[config.mk]
export PLATFORM = sky130hd
export DESIGN_NAME = multimode_timer
export DESIGN_NICKNAME = d
export VERILOG_FILES = /design/src/pkg/timer_pkg.sv /design/src/pkg/tick_if.sv /design/src/core/multimode_timer.sv /design/src/core/pin_sync.sv /design/src/core/tick_divider.sv
export SDC_FILE = /design/constraint.sdc
export NUM_CORES = 1
export LEC_CHECK = 0
export ABC_AREA = 1
export CAP_MARGIN = 20
export CORE_AREA = 3 3 153 155
export DETAILED_ROUTE_END_ITERATION = 12
export DIE_AREA = 0 0 156 158
export DONT_BUFFER_PORTS = 1
export SLEW_MARGIN = 20
export SYNTH_ARGS = -nofsm -noshare
export SYNTH_HDL_FRONTEND = slang
export SYNTH_SLANG_ARGS = --single-unit
[constraint.sdc]
create_clock -name SYS_CLK_I -period 1.6 [get_ports SYS_CLK_I]
set_clock_uncertainty 0.1 [all_clocks]
set_input_delay 0.32 -clock SYS_CLK_I [delete_from_list [all_inputs] [get_ports SYS_CLK_I]]
set_output_delay 0.32 -clock SYS_CLK_I [all_outputs]
set_load 0.03 [all_outputs]
[src/pkg/timer_pkg.sv]
// timer_pkg: register map, control fields, modes and timing constants
// of the two-channel multimode timer.
// assumes: one 25 MHz system clock; the timer clock is a tick enable.
`default_nettype none

package timer_pkg;

	////////////////////////////////////////////////////////////////////
	// clocking
	localparam int unsigned SYS_CLK_HZ   = 25_000_000;
	localparam int unsigned TIMER_CLK_HZ = 1_000_000;
	localparam int unsigned TICK_DIV     = SYS_CLK_HZ / TIMER_CLK_HZ;

	////////////////////////////////////////////////////////////////////
	// byte-wide host bus
	localparam int unsigned ADDR_W = 5;
	localparam int unsigned DATA_W = 8;
	localparam int unsigned CNT_W  = 16;
	localparam int unsigned NUM_CH = 2;

	localparam logic [4:0] ADDR_STATUS  = 5'h00;
	localparam logic [4:0] ADDR_CTRL0   = 5'h01;
	localparam logic [4:0] ADDR_CTRL1   = 5'h02;
	localparam logic [4:0] ADDR_T0_LO   = 5'h0F;
	localparam logic [4:0] ADDR_T0_HI   = 5'h10;
	localparam logic [4:0] ADDR_T1_LO   = 5'h11;
	localparam logic [4:0] ADDR_T1_HI   = 5'h12;

	////////////////////////////////////////////////////////////////////
	// timer control register fields
	localparam int unsigned RUN_BIT    = 0;
	localparam int unsigned MODE_LO    = 1;
	localparam int unsigned MODE_HI    = 2;
	localparam int unsigned HOLD_BIT   = 3;
	localparam int unsigned READ_BIT   = 4;
	localparam int unsigned POL_BIT    = 5;

	localparam logic [7:0]  CTRL_RST   = 8'h00;
	localparam logic [7:0]  PRESET_RST = 8'h00;
	localparam logic [15:0] CNT_ONE    = 16'h0001;

	localparam logic [1:0] MODE_SINGLE  = 2'h0;
	localparam logic [1:0] MODE_RATE    = 2'h1;
	localparam logic [1:0] MODE_SQUARE  = 2'h2;
	localparam logic [1:0] MODE_ONESHOT = 2'h3;

	typedef enum logic [2:0] {
		ST_STOP,
		ST_LOAD,
		ST_COUNT,
		ST_RELOAD,
		ST_ARMED
	} chan_state_t;

endpackage : timer_pkg

`default_nettype wire

[src/pkg/tick_if.sv]
// tick_if: carries the timer-clock enable from the divider to the timers.
// assumes: source and sink share the system clock.
`default_nettype none

interface tick_if;
	logic tick;
	modport source (output tick);
	modport sink   (input  tick);
endinterface : tick_if

`default_nettype wire

[src/core/multimode_timer.sv]
// multimode_timer: two 16-bit down-counting timers with rate, square,
// one-shot and single-pulse modes, count latch and byte-wide host port.
// assumes: host pins are asynchronous and held stable for several
// system clocks around each strobe; timer clock comes from tick_divider.
//
// Functional notes
// mode 1 runs continuously, low when stopped
// start mode 1: load preset, output active
// mode 1 zero: one tick inactive, reload
// mode 1 period is preset plus one
// modes 1, 2 suspended by gate
// mode 1 interrupt on every zero
// mode 2 start: load, output high
// mode 2 toggles at zero, then reloads
// mode 2 interrupt on output falling edge
// mode 3 output idle until trigger
// mode 3 trigger: output active, load next
// mode 3 retrigger reloads, output unchanged
// mode 3 pulse width is preset ticks
// mode 3 interrupt only at zero
// host clears stale gate via mode 0
// data reads give preset when read clear
// read bit latches count into bytes
// low-byte read clears read bit
// read latch aligned to decrement clock
// two-bit mode field selects mode
// gate pin ORed with hold bit
// suspended gate holds count and output
// mode 3 zero: output inactive, rearm
`default_nettype none

module multimode_timer #(
	parameter int unsigned TICK_DIV = timer_pkg::TICK_DIV
) (
	input  wire logic       SYS_CLK_I,
	input  wire logic       RST_N_I,
	input  wire logic       CS_N_I,
	input  wire logic       RD_N_I,
	input  wire logic       WR_N_I,
	input  wire logic [4:0] ADDR_I,
	input  wire logic [7:0] DATA_I,
	output logic      [7:0] DATA_O,
	output logic            DATA_OE_O,
	input  wire logic       GATE_PIN_ZERO_I,
	input  wire logic       GATE_PIN_ONE_I,
	output logic            MULTI_FUNCTION_OUTPUT_PIN_O,
	output logic            SECOND_TIMER_OUTPUT_PIN_O,
	output logic            INTERRUPT_REQUEST_PIN_O
);

	localparam int unsigned NCH = timer_pkg::NUM_CH;
	localparam int unsigned SW  = 3 + timer_pkg::ADDR_W + timer_pkg::DATA_W + NCH;

	typedef struct packed {
		timer_pkg::chan_state_t st;
		logic [15:0]            cnt;
		logic [15:0]            latch;
		logic [7:0]             ctrl;
		logic [7:0]             pre_lo;
		logic [7:0]             pre_hi;
		logic                   out;
		logic                   gate_prev;
		logic                   irq;
	} chan_t;

	typedef struct packed {
		chan_t [NCH-1:0] ch;
		logic            rd_prev;
		logic            wr_prev;
		logic [7:0]      dout;
		logic            doe;
		logic            multi_function_output_pin;
		logic            t1;
		logic            interrupt_request_pin;
	} top_t;

	////////////////////////////////////////////////////////////////////
	// pin synchronisers and timer clock

	logic [SW-1:0] pins_raw;
	logic [SW-1:0] pins_s;
	logic          cs_s;
	logic          rd_s;
	logic          wr_s;
	logic [4:0]    addr_s;
	logic [7:0]    din_s;
	logic [1:0]    gate_s;
	logic          tick;

	tick_if tk ();

	assign pins_raw = {CS_N_I, RD_N_I, WR_N_I, ADDR_I, DATA_I,
		GATE_PIN_ONE_I, GATE_PIN_ZERO_I};

	// strobes reset high so release of reset is not seen as an access
	pin_sync #(
		.W    (SW),
		.INIT ({3'h7, {(SW - 3){1'b0}}})
	) u_sync (
		.clk_i   (SYS_CLK_I),
		.rst_n_i (RST_N_I),
		.d_i     (pins_raw),
		.q_o     (pins_s)
	);

	assign {cs_s, rd_s, wr_s, addr_s, din_s, gate_s} = pins_s;

	tick_divider #(
		.DIV (TICK_DIV)
	) u_div (
		.clk_i   (SYS_CLK_I),
		.rst_n_i (RST_N_I),
		.tick_o  (tk.source)
	);

	assign tick = tk.tick;

	////////////////////////////////////////////////////////////////////
	// one channel, one system clock

	function automatic chan_t chan_step(
		input chan_t      c,
		input logic       tk_i,
		input logic       gate_pin,
		input logic       wr_ctrl,
		input logic       wr_lo,
		input logic       wr_hi,
		input logic [7:0] wdata,
		input logic       rd_lo_latched,
		input logic       irq_clr
	);
		chan_t       n;
		logic        gate;
		logic        trig;
		logic        zero;
		logic        oneshot;
		logic [1:0]  mode;
		logic [15:0] preset;
		n = c;
		// gate OR hold
		gate    = gate_pin | c.ctrl[timer_pkg::HOLD_BIT];
		trig    = gate & ~c.gate_prev;
		n.gate_prev = gate;
		// mode decode
		mode    = c.ctrl[timer_pkg::MODE_HI:timer_pkg::MODE_LO];
		oneshot = (mode == timer_pkg::MODE_ONESHOT);
		preset  = {c.pre_hi, c.pre_lo};
		zero    = (c.cnt <= timer_pkg::CNT_ONE);

		// cleared first, so a zero event later in this step wins
		if (irq_clr) begin
			n.irq = 1'b0;
		end
		if (wr_lo) begin
			n.pre_lo = wdata;
		end
		if (wr_hi) begin
			n.pre_hi = wdata;
		end
		if (wr_ctrl) begin
			n.ctrl = wdata;
			// latch count
			// the count register only changes on a clock edge, so the
			// latched pair is always one coherent value
			if (wdata[timer_pkg::READ_BIT]) begin
				n.latch = c.cnt;
			end
		end
		// auto clear read
		if (rd_lo_latched) begin
			n.ctrl[timer_pkg::READ_BIT] = 1'b0;
		end

		if (!c.ctrl[timer_pkg::RUN_BIT]) begin
			// low when stopped
			n.st  = timer_pkg::ST_STOP;
			n.out = 1'b0;
		end else begin
			case (c.st)
				timer_pkg::ST_STOP: begin
					// arm only, output idle
					if (oneshot) begin
						n.st = timer_pkg::ST_ARMED;
					end else begin
						n.st = timer_pkg::ST_LOAD;
					end
				end
				timer_pkg::ST_LOAD: begin
					// load on tick
					if (tk_i) begin
						n.cnt = preset;
						n.st  = timer_pkg::ST_COUNT;
						n.out = 1'b1;
					end
				end
				timer_pkg::ST_COUNT: begin
					if (oneshot && trig) begin
						// retrigger reload
						n.st = timer_pkg::ST_LOAD;
					end else if (tk_i && (oneshot || !gate)) begin
						// gate suspends
						if (zero) begin
							n.cnt = '0;
							case (mode)
								timer_pkg::MODE_RATE: begin
									// one tick low
									n.out = 1'b0;
									n.irq = 1'b1;
									n.st  = timer_pkg::ST_RELOAD;
								end
								timer_pkg::MODE_SQUARE: begin
									// toggle at zero
									n.out = ~c.out;
									if (c.out) begin
										n.irq = 1'b1;
									end
									n.st = timer_pkg::ST_RELOAD;
								end
								timer_pkg::MODE_ONESHOT: begin
									// end of pulse
									n.out = 1'b0;
									n.irq = 1'b1;
									n.st  = timer_pkg::ST_ARMED;
								end
								default: begin
									// single pulse stops itself
									n.out = 1'b0;
									n.irq = 1'b1;
									n.ctrl[timer_pkg::RUN_BIT] = 1'b0;
									n.st  = timer_pkg::ST_STOP;
								end
							endcase
						end else begin
							n.cnt = c.cnt - timer_pkg::CNT_ONE;
						end
					end
				end
				timer_pkg::ST_RELOAD: begin
					// reload next tick
					if (tk_i && !gate) begin
						n.cnt = preset;
						n.st  = timer_pkg::ST_COUNT;
						if (mode == timer_pkg::MODE_RATE) begin
							n.out = 1'b1;
						end
					end
				end
				timer_pkg::ST_ARMED: begin
					// output active at once
					if (trig) begin
						n.out = 1'b1;
						n.st  = timer_pkg::ST_LOAD;
					end
				end
				default: begin
					n.st = timer_pkg::ST_STOP;
				end
			endcase
		end
		// a host write to the run bit takes effect over the step above
		if (wr_ctrl) begin
			n.ctrl[timer_pkg::RUN_BIT] = wdata[timer_pkg::RUN_BIT];
		end
		return n;
	endfunction : chan_step

	////////////////////////////////////////////////////////////////////
	// host bus decode and next state

	top_t r_r;
	top_t r_nxt;

	logic       rd_start;
	logic       rd_end;
	logic       wr_start;
	logic [7:0] rdata;

	assign rd_start = !cs_s && !rd_s && r_r.rd_prev;
	assign rd_end   = rd_s && !r_r.rd_prev;
	assign wr_start = !cs_s && !wr_s && r_r.wr_prev;

	function automatic logic [7:0] data_byte(input chan_t c, input logic hi);
		logic [15:0] v;
		// preset or latch
		if (c.ctrl[timer_pkg::READ_BIT]) begin
			v = c.latch;
		end else begin
			v = {c.pre_hi, c.pre_lo};
		end
		return hi ? v[15:8] : v[7:0];
	endfunction : data_byte

	always_comb begin
		case (addr_s)
			timer_pkg::ADDR_STATUS: rdata = {6'h00, r_r.ch[1].irq, r_r.ch[0].irq};
			timer_pkg::ADDR_CTRL0:  rdata = r_r.ch[0].ctrl;
			timer_pkg::ADDR_CTRL1:  rdata = r_r.ch[1].ctrl;
			timer_pkg::ADDR_T0_LO:  rdata = data_byte(r_r.ch[0], 1'b0);
			timer_pkg::ADDR_T0_HI:  rdata = data_byte(r_r.ch[0], 1'b1);
			timer_pkg::ADDR_T1_LO:  rdata = data_byte(r_r.ch[1], 1'b0);
			timer_pkg::ADDR_T1_HI:  rdata = data_byte(r_r.ch[1], 1'b1);
			default:                rdata = 8'h00;
		endcase
	end

	always_comb begin
		logic [4:0] a_ctrl;
		logic [4:0] a_lo;
		logic [4:0] a_hi;
		r_nxt         = r_r;
		a_ctrl        = timer_pkg::ADDR_CTRL0;
		a_lo          = timer_pkg::ADDR_T0_LO;
		a_hi          = timer_pkg::ADDR_T0_HI;
		r_nxt.rd_prev = cs_s | rd_s;
		r_nxt.wr_prev = cs_s | wr_s;
		for (int i = 0; i < NCH; i++) begin
			a_ctrl = (i == 0) ? timer_pkg::ADDR_CTRL0 : timer_pkg::ADDR_CTRL1;
			a_lo   = (i == 0) ? timer_pkg::ADDR_T0_LO : timer_pkg::ADDR_T1_LO;
			a_hi   = (i == 0) ? timer_pkg::ADDR_T0_HI : timer_pkg::ADDR_T1_HI;
			r_nxt.ch[i] = chan_step(r_r.ch[i], tick, gate_s[i],
				wr_start && (addr_s == a_ctrl),
				wr_start && (addr_s == a_lo),
				wr_start && (addr_s == a_hi),
				din_s,
				rd_start && (addr_s == a_lo) && r_r.ch[i].ctrl[timer_pkg::READ_BIT],
				wr_start && (addr_s == timer_pkg::ADDR_STATUS) && din_s[i]);
		end
		// read data is captured at the strobe edge so the auto clear
		// of the read bit cannot change the byte the host is sampling
		if (rd_start) begin
			r_nxt.dout = rdata;
			r_nxt.doe  = 1'b1;
		end else if (rd_end || cs_s) begin
			r_nxt.doe = 1'b0;
		end
		r_nxt.multi_function_output_pin  = r_nxt.ch[0].out ^ r_nxt.ch[0].ctrl[timer_pkg::POL_BIT];
		r_nxt.t1   = r_nxt.ch[1].out ^ r_nxt.ch[1].ctrl[timer_pkg::POL_BIT];
		r_nxt.interrupt_request_pin = r_nxt.ch[0].irq | r_nxt.ch[1].irq;
	end

	always_ff @(posedge SYS_CLK_I) begin
		if (!RST_N_I) begin
			r_r         <= '0;
			r_r.rd_prev <= 1'b1;
			r_r.wr_prev <= 1'b1;
			for (int i = 0; i < NCH; i++) begin
				r_r.ch[i].st     <= timer_pkg::ST_STOP;
				r_r.ch[i].ctrl   <= timer_pkg::CTRL_RST;
				r_r.ch[i].pre_lo <= timer_pkg::PRESET_RST;
				r_r.ch[i].pre_hi <= timer_pkg::PRESET_RST;
			end
		end else begin
			r_r <= r_nxt;
		end
	end

	////////////////////////////////////////////////////////////////////
	// outputs, all registered

	assign DATA_O                      = r_r.dout;
	assign DATA_OE_O                   = r_r.doe;
	assign MULTI_FUNCTION_OUTPUT_PIN_O = r_r.multi_function_output_pin;
	assign SECOND_TIMER_OUTPUT_PIN_O   = r_r.t1;
	assign INTERRUPT_REQUEST_PIN_O     = r_r.interrupt_request_pin;

endmodule : multimode_timer

`default_nettype wire

[src/core/pin_sync.sv]
// pin_sync: two-flop synchroniser for a group of pin inputs.
// assumes: the bits are independent levels; no bus coherency is given.
`default_nettype none

module pin_sync #(
	parameter int unsigned   W    = 1,
	parameter logic [W-1:0]  INIT = '0
) (
	input  wire logic         clk_i,
	input  wire logic         rst_n_i,
	input  wire logic [W-1:0] d_i,
	output logic      [W-1:0] q_o
);

	typedef struct packed {
		logic [W-1:0] s1;
		logic [W-1:0] s2;
	} sync_t;

	sync_t r_r;
	sync_t r_nxt;

	always_comb begin
		r_nxt    = r_r;
		r_nxt.s1 = d_i;
		r_nxt.s2 = r_r.s1;
	end

	always_ff @(posedge clk_i) begin
		if (!rst_n_i) begin
			r_r <= '{s1: INIT, s2: INIT};
		end else begin
			r_r <= r_nxt;
		end
	end

	assign q_o = r_r.s2;

endmodule : pin_sync

`default_nettype wire

[src/core/tick_divider.sv]
// tick_divider: one-cycle enable every DIV system clocks; each pulse
// stands for one falling edge of the timer clock.
// assumes: DIV >= 1.
`default_nettype none

module tick_divider #(
	parameter int unsigned DIV = timer_pkg::TICK_DIV
) (
	input  wire logic clk_i,
	input  wire logic rst_n_i,
	tick_if.source    tick_o
);

	localparam int unsigned CW = (DIV > 1) ? $clog2(DIV) : 1;
	localparam logic [CW-1:0] LAST = CW'(DIV - 1);

	typedef struct packed {
		logic [CW-1:0] cnt;
		logic          tick;
	} div_t;

	div_t r_r;
	div_t r_nxt;

	always_comb begin
		r_nxt      = r_r;
		r_nxt.tick = 1'b0;
		if (r_r.cnt == LAST) begin
			r_nxt.cnt  = '0;
			r_nxt.tick = 1'b1;
		end else begin
			r_nxt.cnt = r_r.cnt + CW'(1);
		end
	end

	always_ff @(posedge clk_i) begin
		if (!rst_n_i) begin
			r_r <= '0;
		end else begin
			r_r <= r_nxt;
		end
	end

	assign tick_o.tick = r_r.tick;

endmodule : tick_divider

`default_nettype wire

======== Word-level counts from Yosys, hierarchy flattened ========
Cells that the tools add are included.
word-level totals
  word-level logic and storage cells ...... 223
  output and inout port bits .............. 12
  bits of input ports ..................... 20
  flip-flop bits (word level) ............. 180
cells by class
  reductions and logical operators ........ 54
  add/sub/neg operators ................... 3
  bitwise operators ....................... 14
  $lt $le $gt $ge ......................... 2
  mux-type cells .......................... 82
  eq/ne operators ......................... 35
operators by type and width
  kind                                                                    number
  19-bit 2-to-1 mux                                                       6
  16-bit 2-to-1 mux                                                       6
  16-bit one-hot mux with 3 select lines                                  2
  8-bit one-hot mux with 7 select lines                                   1
  1-bit 2-to-1 mux                                                        51
  16-bit by 1-bit <= comparator with 1-bit output, second input constant  2
  16-bit by 1-bit subtractor with 16-bit output, second input constant    2
  3-bit one-hot mux with 5 select lines                                   2
  1-bit logical AND                                                       24
  3-bit 2-to-1 mux                                                        8
  5-bit equality test, second input constant                              4
  2-bit inequality test, second input constant                            8
  3-bit by 2-bit equality test with 1-bit output, second input constant   4
  6-bit 2-to-1 mux                                                        2
  3-bit inequality test, second input constant                            4
  3-bit one-hot mux with 2 select lines                                   2
  6-bit AND reduction                                                     2
  5-bit AND reduction                                                     2
  2-bit OR reduction                                                      5
  2-bit equality test, second input constant                              4
  1-bit one-hot mux with 4 select lines                                   2
  2-bit AND reduction                                                     4
  3-bit by 1-bit equality test with 1-bit output, second input constant   2
  3-bit equality test, second input constant                              2
  other kinds (17)                                                        39

======== Logic depth before layout (Yosys ltp) ========
Gate-level depths: netlist of the first run.
  depth after elaboration ................. 14
  depth in mapped cells ................... 13
  depth with buffers taken out ............ 13

======== By module ========
A second synthesis of the first run with hierarchy kept.
unflattened totals
  cell total of the unflattened synthesis .. 1,223
  area, all modules ....................... 8,678.3 sq um
modules (own cells, without submodules)
  module           sequential area each (sq um)  cells each  area an instance (sq um)  times used
  multimode_timer  2,762.6                       1,077       7,353.3                   1
  pin_sync         720.7                         112         1,062.3                   1
  tick_divider     120.1                         34          262.8                     1

======== Worst setup path after synthesis of the first run ========
No wires, ideal clock.
  path kind ............................... flip-flop to flip-flop
  from .................................... register r_r[119] (netlist name)
  to ...................................... register r_r[124] (netlist name)
  path slack .............................. -39 ps
  required time ........................... 1,385 ps
  data arrival time ....................... 1,423 ps
  period minus slack after synthesis ...... 1,639 ps
  buffers on the path ..................... 0
  library setup time ...................... 115 ps
  stages on the path, launching flop included .. 12
  path through ............................ dfxtp_1 > inv_1 > ha_1 > nor2_1 > nor2_1 > nand2_1 > nor2_4 > inv_2 > nand2_2 > o21ai_0 > o21ai_0 > inv_1
on the way
  cells in the longest elaborated chain, start to end .. 5
  elaborated cells on any way between the ends .. 6
  those cells by class .................... 1 x add/sub; 1 x order compare; 4 x mux
RTL lines
  element                                                                                                           line                                            RTL
  from (decl)                                                                                                       multimode_timer.sv:270                          top_t r_r;
  from (signal assigned)                                                                                            multimode_timer.sv:353                          r_r <= r_nxt;
  16-bit by 1-bit subtractor with 16-bit output or 16-bit by 1-bit <= comparator with 1-bit output (tied branches)  multimode_timer.sv:234, multimode_timer.sv:148
  16-bit 2-to-1 mux (*)                                                                                             multimode_timer.sv:202                          if (zero) begin
  19-bit 2-to-1 mux (*)                                                                                             multimode_timer.sv:200                          end else if (tk_i && (oneshot || !gate)) begin
  16-bit 2-to-1 mux (*)                                                                                             multimode_timer.sv:197                          if (oneshot && trig) begin
  16-bit one-hot mux with 3 select lines (*)                                                                        multimode_timer.sv:179                          case (c.st)
Every way passes the cells marked *; elsewhere a longest branch is shown, timed or not. The select of a mux whose other input is x is not followed.
A chain may end at the register's enable or synchronous reset.

======== Final worst setup path of the first run ========
  from .................................... register r_r[119] (netlist name)
  to ...................................... register r_r, in the netlist INTERRUPT_REQUEST_PIN_O
on the way
  cells in the longest elaborated chain, start to end .. 7
RTL lines
  element                                          line                    RTL
  16-bit by 1-bit <= comparator with 1-bit output  multimode_timer.sv:148  zero = (c.cnt <= timer_pkg::CNT_ONE);
  1-bit 2-to-1 mux                                 multimode_timer.sv:202
  1-bit 2-to-1 mux                                 multimode_timer.sv:200
  1-bit 2-to-1 mux                                 multimode_timer.sv:197
  1-bit 2-to-1 mux                                 multimode_timer.sv:179
  1-bit 2-to-1 mux                                 multimode_timer.sv:174  if (!c.ctrl[timer_pkg::RUN_BIT]) begin
  1-bit bitwise OR                                 multimode_timer.sv:338  r_nxt.interrupt_request_pin = r_nxt.ch[0].irq | r_nxt.ch[1].irq;
No other way between the ends.

==> impl_metrics.tcl, run 1 <==
set metrics [dict create \
    die_h_um 158 \
    coreArea_um2 22000 \
    grt_max_degree 135 \
    wl_per_cell_um 15.2 \
    antenna_found_initial 0 \
    place.gp.congestion 0.893 \
    clock_latency_ps 430 \
    rsz0062_at_grt "yes" \
    whs_ps -34.5 \
    viasPerCell 4.95 \
    critPathMaxFanout 3 \
    cts-root-buf "clkbuf_16" \
    synth_fa_ha_area_frac 0.0227 \
    final_cells 1732 \
    die_x_um 156 \
    synth_seq_area_share 0.409 \
    period_share 1.04 \
    hold_end "r_r[76]$_SDFF_PN0_" \
    vias 8569 \
    multiInputGateArea_um2 5070 \
    synth_xor_area_frac 0.0209 \
    placedCellCount 1620 \
    die_area_um2 24600 \
    first_pass_iters 5 \
    grt_pass1_wl_mm 41.0 \
    ys_warn_count 0 \
    dp_hpwl_mm 17.4 \
    synth_top_family_by_area "simple AND/OR/NAND/NOR gates" \
    cp_data_arrival_time_ps 1940 \
    io_pins 32 \
    hp-class "in2reg" \
    cts_tree "done" \
    fin_ws_ps -64.2 \
    yosysUniqueCellTypes 44 \
    syn_to_final_growth_pct 39.0 \
    overflow 0 \
    initial_core_util 0.402 \
    fin_area_um2 12300 \
    htree_levels 4 \
    clock_path_buffers 2 \
    clkTransAtPathRegs_ps 70 \
    worstMarginPinSlew_ps 440 \
    leakage_nw 5.26 \
    setup_viol 23 \
    slew_viol_final 0 \
    final_util 0.558 \
    r2r_end "INTERRUPT_REQUEST_PIN_O$_SDFF_PN0_" \
    drc 0 \
    finalWorstPathRequiredPeriod_ps 1660 \
    post_synth_inst_count 1263 \
    drtIter0Drc 485 \
    start_kind "flop" \
    yosysTopAreaCell "dfxtp_1" \
    irDropWorstVdd_v 0.000637 \
    first_global_vias 8187 \
    drive_above_1_share 0.323 \
    fin_tns_setup_ps -495 \
    fmax_mhz 601 \
    io_buffers 0 \
    yosys-top-cells-area "dfxtp_1 (41%), nand2_1 (11%), a21oi_1 (7.2%)" \
    ff_latch_area_um2 3650 \
    placed_area_um2 9920 \
    hold_start "RST_N_I" \
    row_count 54 \
    track_usage 0.208 \
    slew-limit-headroom 0.706 \
    end_kind "flop" \
    ant_nets 0 \
    required_ps 1880 \
    rrSetupSlack_ps -60 \
    outcome "complete, but fails checks" \
    hold_depth 2 \
    yosysTopAreaCellShare 0.409 \
    p_per_area_nw_per_um2 750 \
    r2r_start "r_r[119]$_SDFFE_PN0P_" \
    finalWirelength_mm 26.2 \
    numCtsBuffers 17 \
    power.total_mw 9.20 \
    synthMuxAreaShare 0.00113 \
    cts_hold_buf 52 \
    finalHoldViolations 3 \
    syn-num-nets 1299 \
    num_antenna_cells 0 \
    synth_area_um2 8820 \
    rr_worst_depth 12 \
    synth-simple-area-share 0.265 \
    cts_sinks 180 \
    critPathKind "reg2reg" \
    synth_compound_area_frac 0.175 \
    fin_nets 1475 \
    syn_area_per_cell_um2 6.98 \
    failed_checks "hold timing, setup timing" \
    cap_violations 0 \
    synth_seq_cells 180 \
    nFillCells 1969 \
]
[kinds of logic (layout without fill, tap and decap cells)]
group	count (synthesis)	in the layout
AOI/OAI and AO/OA	297	297
xor gates and xnor gates	21	21
adders and majority gates	16	16
buffers and inverters	217	405
DFF	180	180
muxes	1	1
and+or+nand+nor	531	532
[what timing repair did]
| item | CTS | global route |
|---|---|---|
| gates cloned | 2 | 4 |
| hold endpoints to repair | 137 | 49 |
| setup buffers | 8 | 23 |
| pin swaps | 25 | 78 |
| gates resized for setup | 74 | 252 |
| endpoints found under the setup margin | 56 | 97 |
[critical path, cell delays in order, from the launching register on]
cell	delay (ps)
dfxtp_4	370
inv_4	60
ha_4	130
nor2_1	40
nor2_1	90
nand2_1	90
nor2_4	170
buf_6	120
nand3_4	70
nand3b_1	170
nand2_1	90
nand2_2	50
nand2_1	60
[where the power goes]
group | switching, mW | total, mW | internal, mW
Clock | 2.03 | 4.31 | 2.28
Sequential | 0.0448 | 4.56 | 4.52
Combinational | 0.158 | 0.326 | 0.168
[worst max-delay path by stage]
| stage | startpoint | to | slack, ps | cells past startpoint |
|---|---|---|---|---|
| after global placement | r_r[57]$_SDFFE_PN0P_ | MULTI_FUNCTION_OUTPUT_PIN_O$_SDFF_PN0_ | -80 | 11 |
| after CTS | r_r[119]$_SDFFE_PN0P_ | INTERRUPT_REQUEST_PIN_O$_SDFF_PN0_ | -40 | 12 |
| final | r_r[119]$_SDFFE_PN0P_ | INTERRUPT_REQUEST_PIN_O$_SDFF_PN0_ | -60 | 12 |
| after detailed placement | r_r[120]$_SDFFE_PN0P_ | r_r[124]$_SDFFE_PN0P_ | -130 | 11 |
| after floorplan | r_r[57]$_SDFFE_PN0P_ | r_r[74]$_SDFFE_PN0P_ | 4 | 11 |
| after global routing | r_r[119]$_SDFFE_PN0P_ | INTERRUPT_REQUEST_PIN_O$_SDFF_PN0_ | -170 | 12 |
[routing by layer]
layer | vias to the layer above | GRT usage | routed length (um)
met5 | - | 0 | 0
met4 | 0 | 0.0475 | 286
met3 | 22 | 0.0380 | 1110
met2 | 170 | 0.347 | 12600
met1 | 4002 | 0.281 | 12300
li1 | 4375 | - | -
[placed cells by master, fill, tap and decap left out, types with 6 or more instances in the layout]
cell and count:
clkbuf_16 19, inv_2 26, buf_12 8, dlygate4sd3_1 52, inv_8 6, nor2_4 36
nand2_1 232, dfxtp_1 153, inv_1 121, inv_4 7, xor2_1 17, dfxtp_2 21
buf_4 129, nor3_1 6, o21ai_1 54, nand2_2 33, nand3_2 12, inv_6 8
nor2_1 119, nor2_2 26, o21ai_2 25, nand2_4 9, nand3_1 29, buf_6 18
o21ai_0 72, ha_4 7, dfxtp_4 6, or2_2 6, a21oi_2 37, a21oi_1 95
ha_1 9, nand3_4 6
[state kept, by name, indices dropped and copies added (netlist names)]
register and flops:
DATA_O 8, DATA_OE_O 1, INTERRUPT_REQUEST_PIN_O 1, MULTI_FUNCTION_OUTPUT_PIN_O 1
SECOND_TIMER_OUTPUT_PIN_O 1, r_r 126, u_div.r_r 5, u_div.tick_o.tick 1
u_sync.q_o 18, u_sync.r_nxt 18
[layout make-up]
cell class	count	area share
clock buffers	18	0.0358
multi-input cells	867	0.413
repair buffers	211	0.158
clock inverters	14	0.0130
flip-flops and latches	180	0.298
well taps	280	0.0286
inverters	162	0.0539
[per-stage QoR]
stage	hold WS [ps]	setup slack, ps
after global placement	293	-75.6
after detailed placement	297	-133
after global routing	-59.3	-165
final	-34.5	-64.2
after floorplan	290	3.71
after CTS	-78.5	-37.9
[cell usage after synthesis]
cell type and n:
nand4_1 2, buf_6 6, dfxtp_1 180, clkbuf_2 1
nor2_8 1, a21oi_1 127, a31o_2 1, clkinv_4 1
clkbuf_1 22, nor3_1 9, nand2_2 15, o21ai_2 4
nor2_2 11, buf_2 9, o21ai_1 33, o21ai_0 117
xor2_1 17, nand2_4 3, inv_1 135, xnor2_1 4
ha_1 16, or2_0 2, o211ai_2 1, a22oi_1 1
o21a_1 1, a21oi_2 5, nor3_2 1, nand3b_1 4
nand2_1 257, nor2_4 14, a31oi_1 3, nand3_2 2
nor2_1 156, o22ai_1 4, inv_2 23, buf_4 16
mux2i_1 1, inv_4 1, buf_1 1, nor4_1 2
and2_1 2, clkinv_1 2, nand3_1 44, or2_2 6
(Power assumes the default switching activity.)
==> run 2: changes to the inputs <==
--- a/config.mk
+++ b/config.mk
@@ -5,11 +5,10 @@
 export SDC_FILE = /design/constraint.sdc
 export NUM_CORES = 1
 export LEC_CHECK = 0
-export ABC_AREA = 1
 export CAP_MARGIN = 20
-export CORE_AREA = 3 3 153 155
+export CORE_AREA = 3 3 149 151
 export DETAILED_ROUTE_END_ITERATION = 12
-export DIE_AREA = 0 0 156 158
+export DIE_AREA = 0 0 152 154
 export DONT_BUFFER_PORTS = 1
 export SLEW_MARGIN = 20
 export SYNTH_ARGS = -nofsm -noshare
==> impl_metrics.tcl, run 2 <==
set metrics [dict create \
    crit_start "r_r[131]$_SDFFE_PN0P_" \
    setup_viol 110 \
    syn-num-nets 1044 \
    dp_hpwl_mm 17.8 \
    coreArea_um2 21000 \
    die_h_um 154 \
    io_buffers 0 \
    period_share 1.62 \
    mostFrequentLayoutCells "buf_4 (171), dfxtp_1 (163), nand2_1 (68)" \
    clock_latency_ps 440 \
    num_antenna_cells 0 \
    synth_seq_cells 180 \
    cts_tree "done" \
    grt_max_degree 66 \
    start_kind "flop" \
    synthFlopType "dfxtp_1" \
    slew_viol_final 0 \
    rr_worst_depth 6 \
    fin_tns_setup_ps -40800 \
    drive_above_1_share 0.460 \
    ant_nets 0 \
    top_register "r_r" \
    failed_checks "setup timing" \
    initial_core_util 0.397 \
    cap_violations 0 \
    finalHoldViolations 0 \
    fin_nets 1237 \
    htree_levels 4 \
    io_pins 32 \
    die_x_um 152 \
    ys_warn_count 0 \
    viasPerCell 5.76 \
    place.gp.congestion 0.939 \
    finalWorstPathRequiredPeriod_ps 2590 \
    synth_common_cells "dfxtp_1 (180), nand2_1 (132), a21oi_1 (108)" \
    worstSetupEndpoint "SECOND_TIMER_OUTPUT_PIN_O$_SDFF_PN0_" \
    drc 0 \
    fmax_mhz 386 \
    yosys-top-cells-area "dfxtp_1 (43%), a21oi_1 (6.5%), nand2_1 (6.0%)" \
    yosysMostFrequentCell "dfxtp_1" \
    vias 8571 \
    first_pass_iters 5 \
    p_per_area_nw_per_um2 704 \
    synth_seq_area_share 0.434 \
    cts-root-buf "clkbuf_16" \
    critPathMaxFanout 2 \
    pre_cts_ws_ps -1070 \
    synth_edf_count 0 \
    drtIter0Drc 839 \
    required_ps 1820 \
    r2r_end "SECOND_TIMER_OUTPUT_PIN_O$_SDFF_PN0_" \
    hp-class "in2reg" \
    outcome "complete, but fails checks" \
    numCtsBuffers 17 \
    fin_ws_ps -990 \
    rrSetupSlack_ps -990 \
    yosysTopAreaCellShare 0.434 \
    clkTransAtPathRegs_ps 70 \
    synth_area_um2 8310 \
    async_reset_ff_frac 0 \
    wl_per_cell_um 19.8 \
    first_global_vias 8103 \
    irDropWorstVdd_v 0.000566 \
    post_synth_inst_count 1008 \
    cts_sinks 180 \
    finalWirelength_mm 29.5 \
    antenna_found_initial 0 \
    leakage_nw 4.56 \
    grt_pass1_wl_mm 42.9 \
    yosysUniqueCellTypes 64 \
    rsz0062_at_grt "yes" \
    row_count 53 \
    clock_path_buffers 2 \
    largest_reg_flops 126 \
    slew-limit-headroom 0.588 \
    track_usage 0.228 \
    worstMarginPinSlew_ps 617 \
    syn_area_per_cell_um2 8.24 \
    cp_data_arrival_time_ps 2810 \
    critPathKind "reg2reg" \
    syn_to_final_growth_pct 55.4 \
    r2r_start "r_r[131]$_SDFFE_PN0P_" \
    overflow 0 \
    die_area_um2 23400 \
    yosysTopAreaCell "dfxtp_1" \
    end_kind "flop" \
    layout_commonest_cell "buf_4" \
]
==> run 2: cell types whose count changed in the layout (fill, tap and decap cells not counted), moves of 33 or more <==
| cell | change |
|---|---|
| a21oi_1 | -55 |
| buf_4 | +42 |
| dlygate4sd3_1 | -33 |
| inv_1 | -104 |
| nand2_1 | -164 |
| nor2_1 | -77 |
| o21ai_0 | -47 |
| o21ai_1 | -40 |
==> run 2: power by group <==
part | leakage, nW | switching [mW] | internal (mW) | total, mW
sequential | 1.47 | 0.0596 | 4.52 | 4.58
clock | 0.267 | 1.87 | 2.21 | 4.07
combinational | 2.83 | 0.237 | 0.191 | 0.428
==> run 2: worst min-delay path by stage <==
stage | startpoint | cells past startpoint | slack (ps) | to
floorplan | u_sync.r_nxt[15]$_SDFF_PN1_ | 1 | 290 | u_sync.q_o[15]$_SDFF_PN1_
CTS | RST_N_I | 2 | 6 | r_r[135]$_SDFFE_PN0P_
global route | RST_N_I | 2 | 20 | r_r[63]$_SDFFE_PN0P_
finish | RST_N_I | 2 | 20 | r_r[63]$_SDFFE_PN0P_
detailed placement | u_sync.r_nxt[16]$_SDFF_PN1_ | 1 | 300 | u_sync.q_o[16]$_SDFF_PN1_
global placement | u_sync.r_nxt[16]$_SDFF_PN1_ | 1 | 290 | u_sync.q_o[16]$_SDFF_PN1_
==> run 2: metrics by stage <==
step                      power, mW  hold WS (ps)  instance area (um^2)  instances  utilization
final                          9.08          15.5                 12900       1489        0.616
after global routing           9.36          24.6                 12900       1489        0.616
after CTS                      9.06          6.25                 11700       1471        0.560
after detailed placement       4.92           296                 10000       1392        0.477
after global placement         4.92           291                 10000       1392        0.477
after floorplan                4.82           286                  8620       1008            -
==> run 2: layout make-up <==
cell class,instances,area [um^2]
Clock buffer,19,443
Clock inverter,13,126
Fill cell,1668,8040
Inverter,21,78.8
Multi-Input combinational cell,732,5910
Sequential cell,180,3640
Tap cell,275,344
Timing Repair Buffer,249,2370
==> run 2: cells by family (layout without fill, tap and decap cells) <==
logic type / Yosys count / in the layout / share of synthesized area
buffers and inverters: 98 / 302 / 0.0485
DFF: 180 / 180 / 0.434
AOI/OAI and AO/OA: 275 / 275 / 0.209
and+or+nand+nor: 398 / 400 / 0.235
xor gates and xnor gates: 7 / 7 / 0.00738
adders and majority gates: 17 / 17 / 0.0253
muxes: 33 / 33 / 0.0408
==> run 2: layer usage <==
metal | up-vias | GRT usage | routed length, um | part of all wire
li1 | 4002 | - | - | -
met1 | 4139 | 0.305 | 12600 | 0.43
met2 | 368 | 0.361 | 13700 | 0.47
met3 | 62 | 0.0588 | 2370 | 0.081
met4 | 0 | 0.0711 | 740 | 0.025
met5 | - | 0 | 0 | 0
==> run 2: repair_timing <==
action | in CTS | in global routing
pin swaps | 85 | 132
setup endpoints to repair | 132 | 128
resized for setup | 153 | 241
gates cloned | 6 | 4
buffers inserted | 22 | 23
endpoints found under the hold margin | 66 | 0
hold buffers | 20 | 0
==> run 2: critical path, cell delays in order (launching register included) <==
cell	delay [ps]
dfxtp_2	320
or4_4	530
or4b_4	530
nor4_4	290
mux2i_2	300
a21boi_2	90
mux2_4	310
==> run 3: changes to the inputs <==
--- a/config.mk
+++ b/config.mk
@@ -14,3 +14,4 @@
 export SYNTH_ARGS = -nofsm -noshare
 export SYNTH_HDL_FRONTEND = slang
 export SYNTH_SLANG_ARGS = --single-unit
+export TNS_END_PERCENT = 1
==> impl_metrics.tcl, run 3 (synthesized netlist as in run 2, its figures left out) <==
set metrics [dict create \
    outcome "complete, but fails checks" \
    failed_checks "setup timing" \
    coreArea_um2 21000 \
    rrSetupSlack_ps -930 \
    layout_commonest_cell "buf_4" \
    top_register "r_r" \
    place.gp.congestion 0.920 \
    fmax_mhz 395 \
    cts_tree "done" \
    drive_above_1_share 0.271 \
    leakage_nw 4.14 \
    hp-class "in2reg" \
    ant_nets 0 \
    dp_hpwl_mm 17.9 \
    drtIter0Drc 597 \
    cap_violations 0 \
    cp_data_arrival_time_ps 2750 \
    grt_max_degree 66 \
    wl_per_cell_um 17.2 \
    antenna_found_initial 1 \
    placedCellCount 1406 \
    final_cells 1459 \
    slew_viol_final 0 \
    required_ps 1820 \
    cp_slowest_cell "or4_4" \
    irDropWorstVdd_v 0.000511 \
    cts_sinks 180 \
    drc 0 \
    clock_latency_ps 430 \
    nFillCells 1980 \
    num_antenna_cells 0 \
    htree_levels 4 \
    mostFrequentLayoutCells "buf_4 (183), dfxtp_1 (170), nand2_1 (127)" \
    track_usage 0.212 \
    worstMarginPinSlew_ps 532 \
    start_kind "flop" \
    setup_viol 67 \
    syn_to_final_growth_pct 34.1 \
    row_count 53 \
    critPathKind "reg2reg" \
    finalHoldViolations 0 \
    final_util 0.532 \
    whs_ps 23.9 \
    first_global_vias 7672 \
    viasPerCell 5.42 \
    die_area_um2 23400 \
    crit_chain "or4_4 > or4b_4 > nor4_4 > mux2i_2 > a21boi_2 > mux2_4" \
    grt_pass1_wl_mm 40.5 \
    slew-limit-headroom 0.642 \
    io_buffers 0 \
    io_pins 32 \
    finalWorstPathRequiredPeriod_ps 2530 \
    overflow 0 \
    power.total_mw 9.35 \
    clkTransAtPathRegs_ps 70 \
    initial_core_util 0.397 \
    period_share 1.58 \
    vias 7911 \
    fin_nets 1208 \
    slowest_delay_ps 530 \
    fin_tns_setup_ps -32700 \
    finalWirelength_mm 25.2 \
    rsz0062_at_grt "yes" \
    first_pass_iters 5 \
    die_x_um 152 \
    clock_path_buffers 2 \
    end_kind "flop" \
    fin_ws_ps -932 \
    critPathMaxFanout 2 \
    largest_reg_flops 126 \
    cts-root-buf "clkbuf_16" \
    die_h_um 154 \
    p_per_area_nw_per_um2 840 \
    numCtsBuffers 17 \
]
-- run 3: changes by cell type in the layout (fill, tap and decap cells not counted), sizes merged, moves of 2 or more --
cell and change:
bufinv +3, inv -2, clkbuf -3, buf -24, nand2 -2, clkinvlp -3
-- run 3: layer usage --
metal	up-vias	routed length (um)	GRT usage	part of all wire
met1	3724	11600	0.292	0.46
met4	0	312	0.0501	0.012
met2	250	11400	0.337	0.45
li1	3913	-	-	-
met3	24	1900	0.0538	0.076
met5	-	0	0	0
-- run 3: final timing paths --
check,start,to,cells past startpoint
max,r_r[132]$_SDFFE_PN0P_,SECOND_TIMER_OUTPUT_PIN_O$_SDFF_PN0_,6
min,RST_N_I,r_r[78]$_SDFF_PN0_,2
max reg2reg,r_r[132]$_SDFFE_PN0P_,SECOND_TIMER_OUTPUT_PIN_O$_SDFF_PN0_,6
min reg2reg,u_sync.r_nxt[16]$_SDFF_PN1_,u_sync.q_o[16]$_SDFF_PN1_,1
-- run 3: stage by stage --
step	area (um^2)	worst slack [ps]
after floorplan	8320	-969
after global placement	9920	-964
after detailed placement	9920	-1040
after CTS	11000	-1010
after global routing	11100	-988
final	11100	-932
-- run 3: cell type report --
class	count	area, um^2	area share
multi-input cells	730	4590	0.412
clock buffers	19	453	0.0407
repair buffers	222	1870	0.168
flip-flops and latches	180	3630	0.325
well taps	275	344	0.0309
clock inverters	12	178	0.0159
inverters	21	78.8	0.00707
-- run 3: report_power, final --
| part | internal [mW] | switching, mW |
|---|---|---|
| clock network | 2.69 | 1.75 |
| logic | 0.159 | 0.185 |
| registers | 4.53 | 0.0467 |
-- run 3: what timing repair did --
action | CTS | global route
setup endpoints to repair | 129 | 125
hold endpoints to repair | 65 | 0
buffers inserted | 1 | 1
pin swaps | 13 | 9
resized for setup | 66 | 43
hold buffers | 20 | 0
-- run 3: worst max-delay path: cells and delay by family, from the launching register on --
| kind | cells | cell delay, ps |
|---|---|---|
| and+or+nand+nor | 3 | 1340 |
| muxes | 2 | 580 |
| DFF | 1 | 320 |
| AOI/OAI and AO/OA | 1 | 80 |
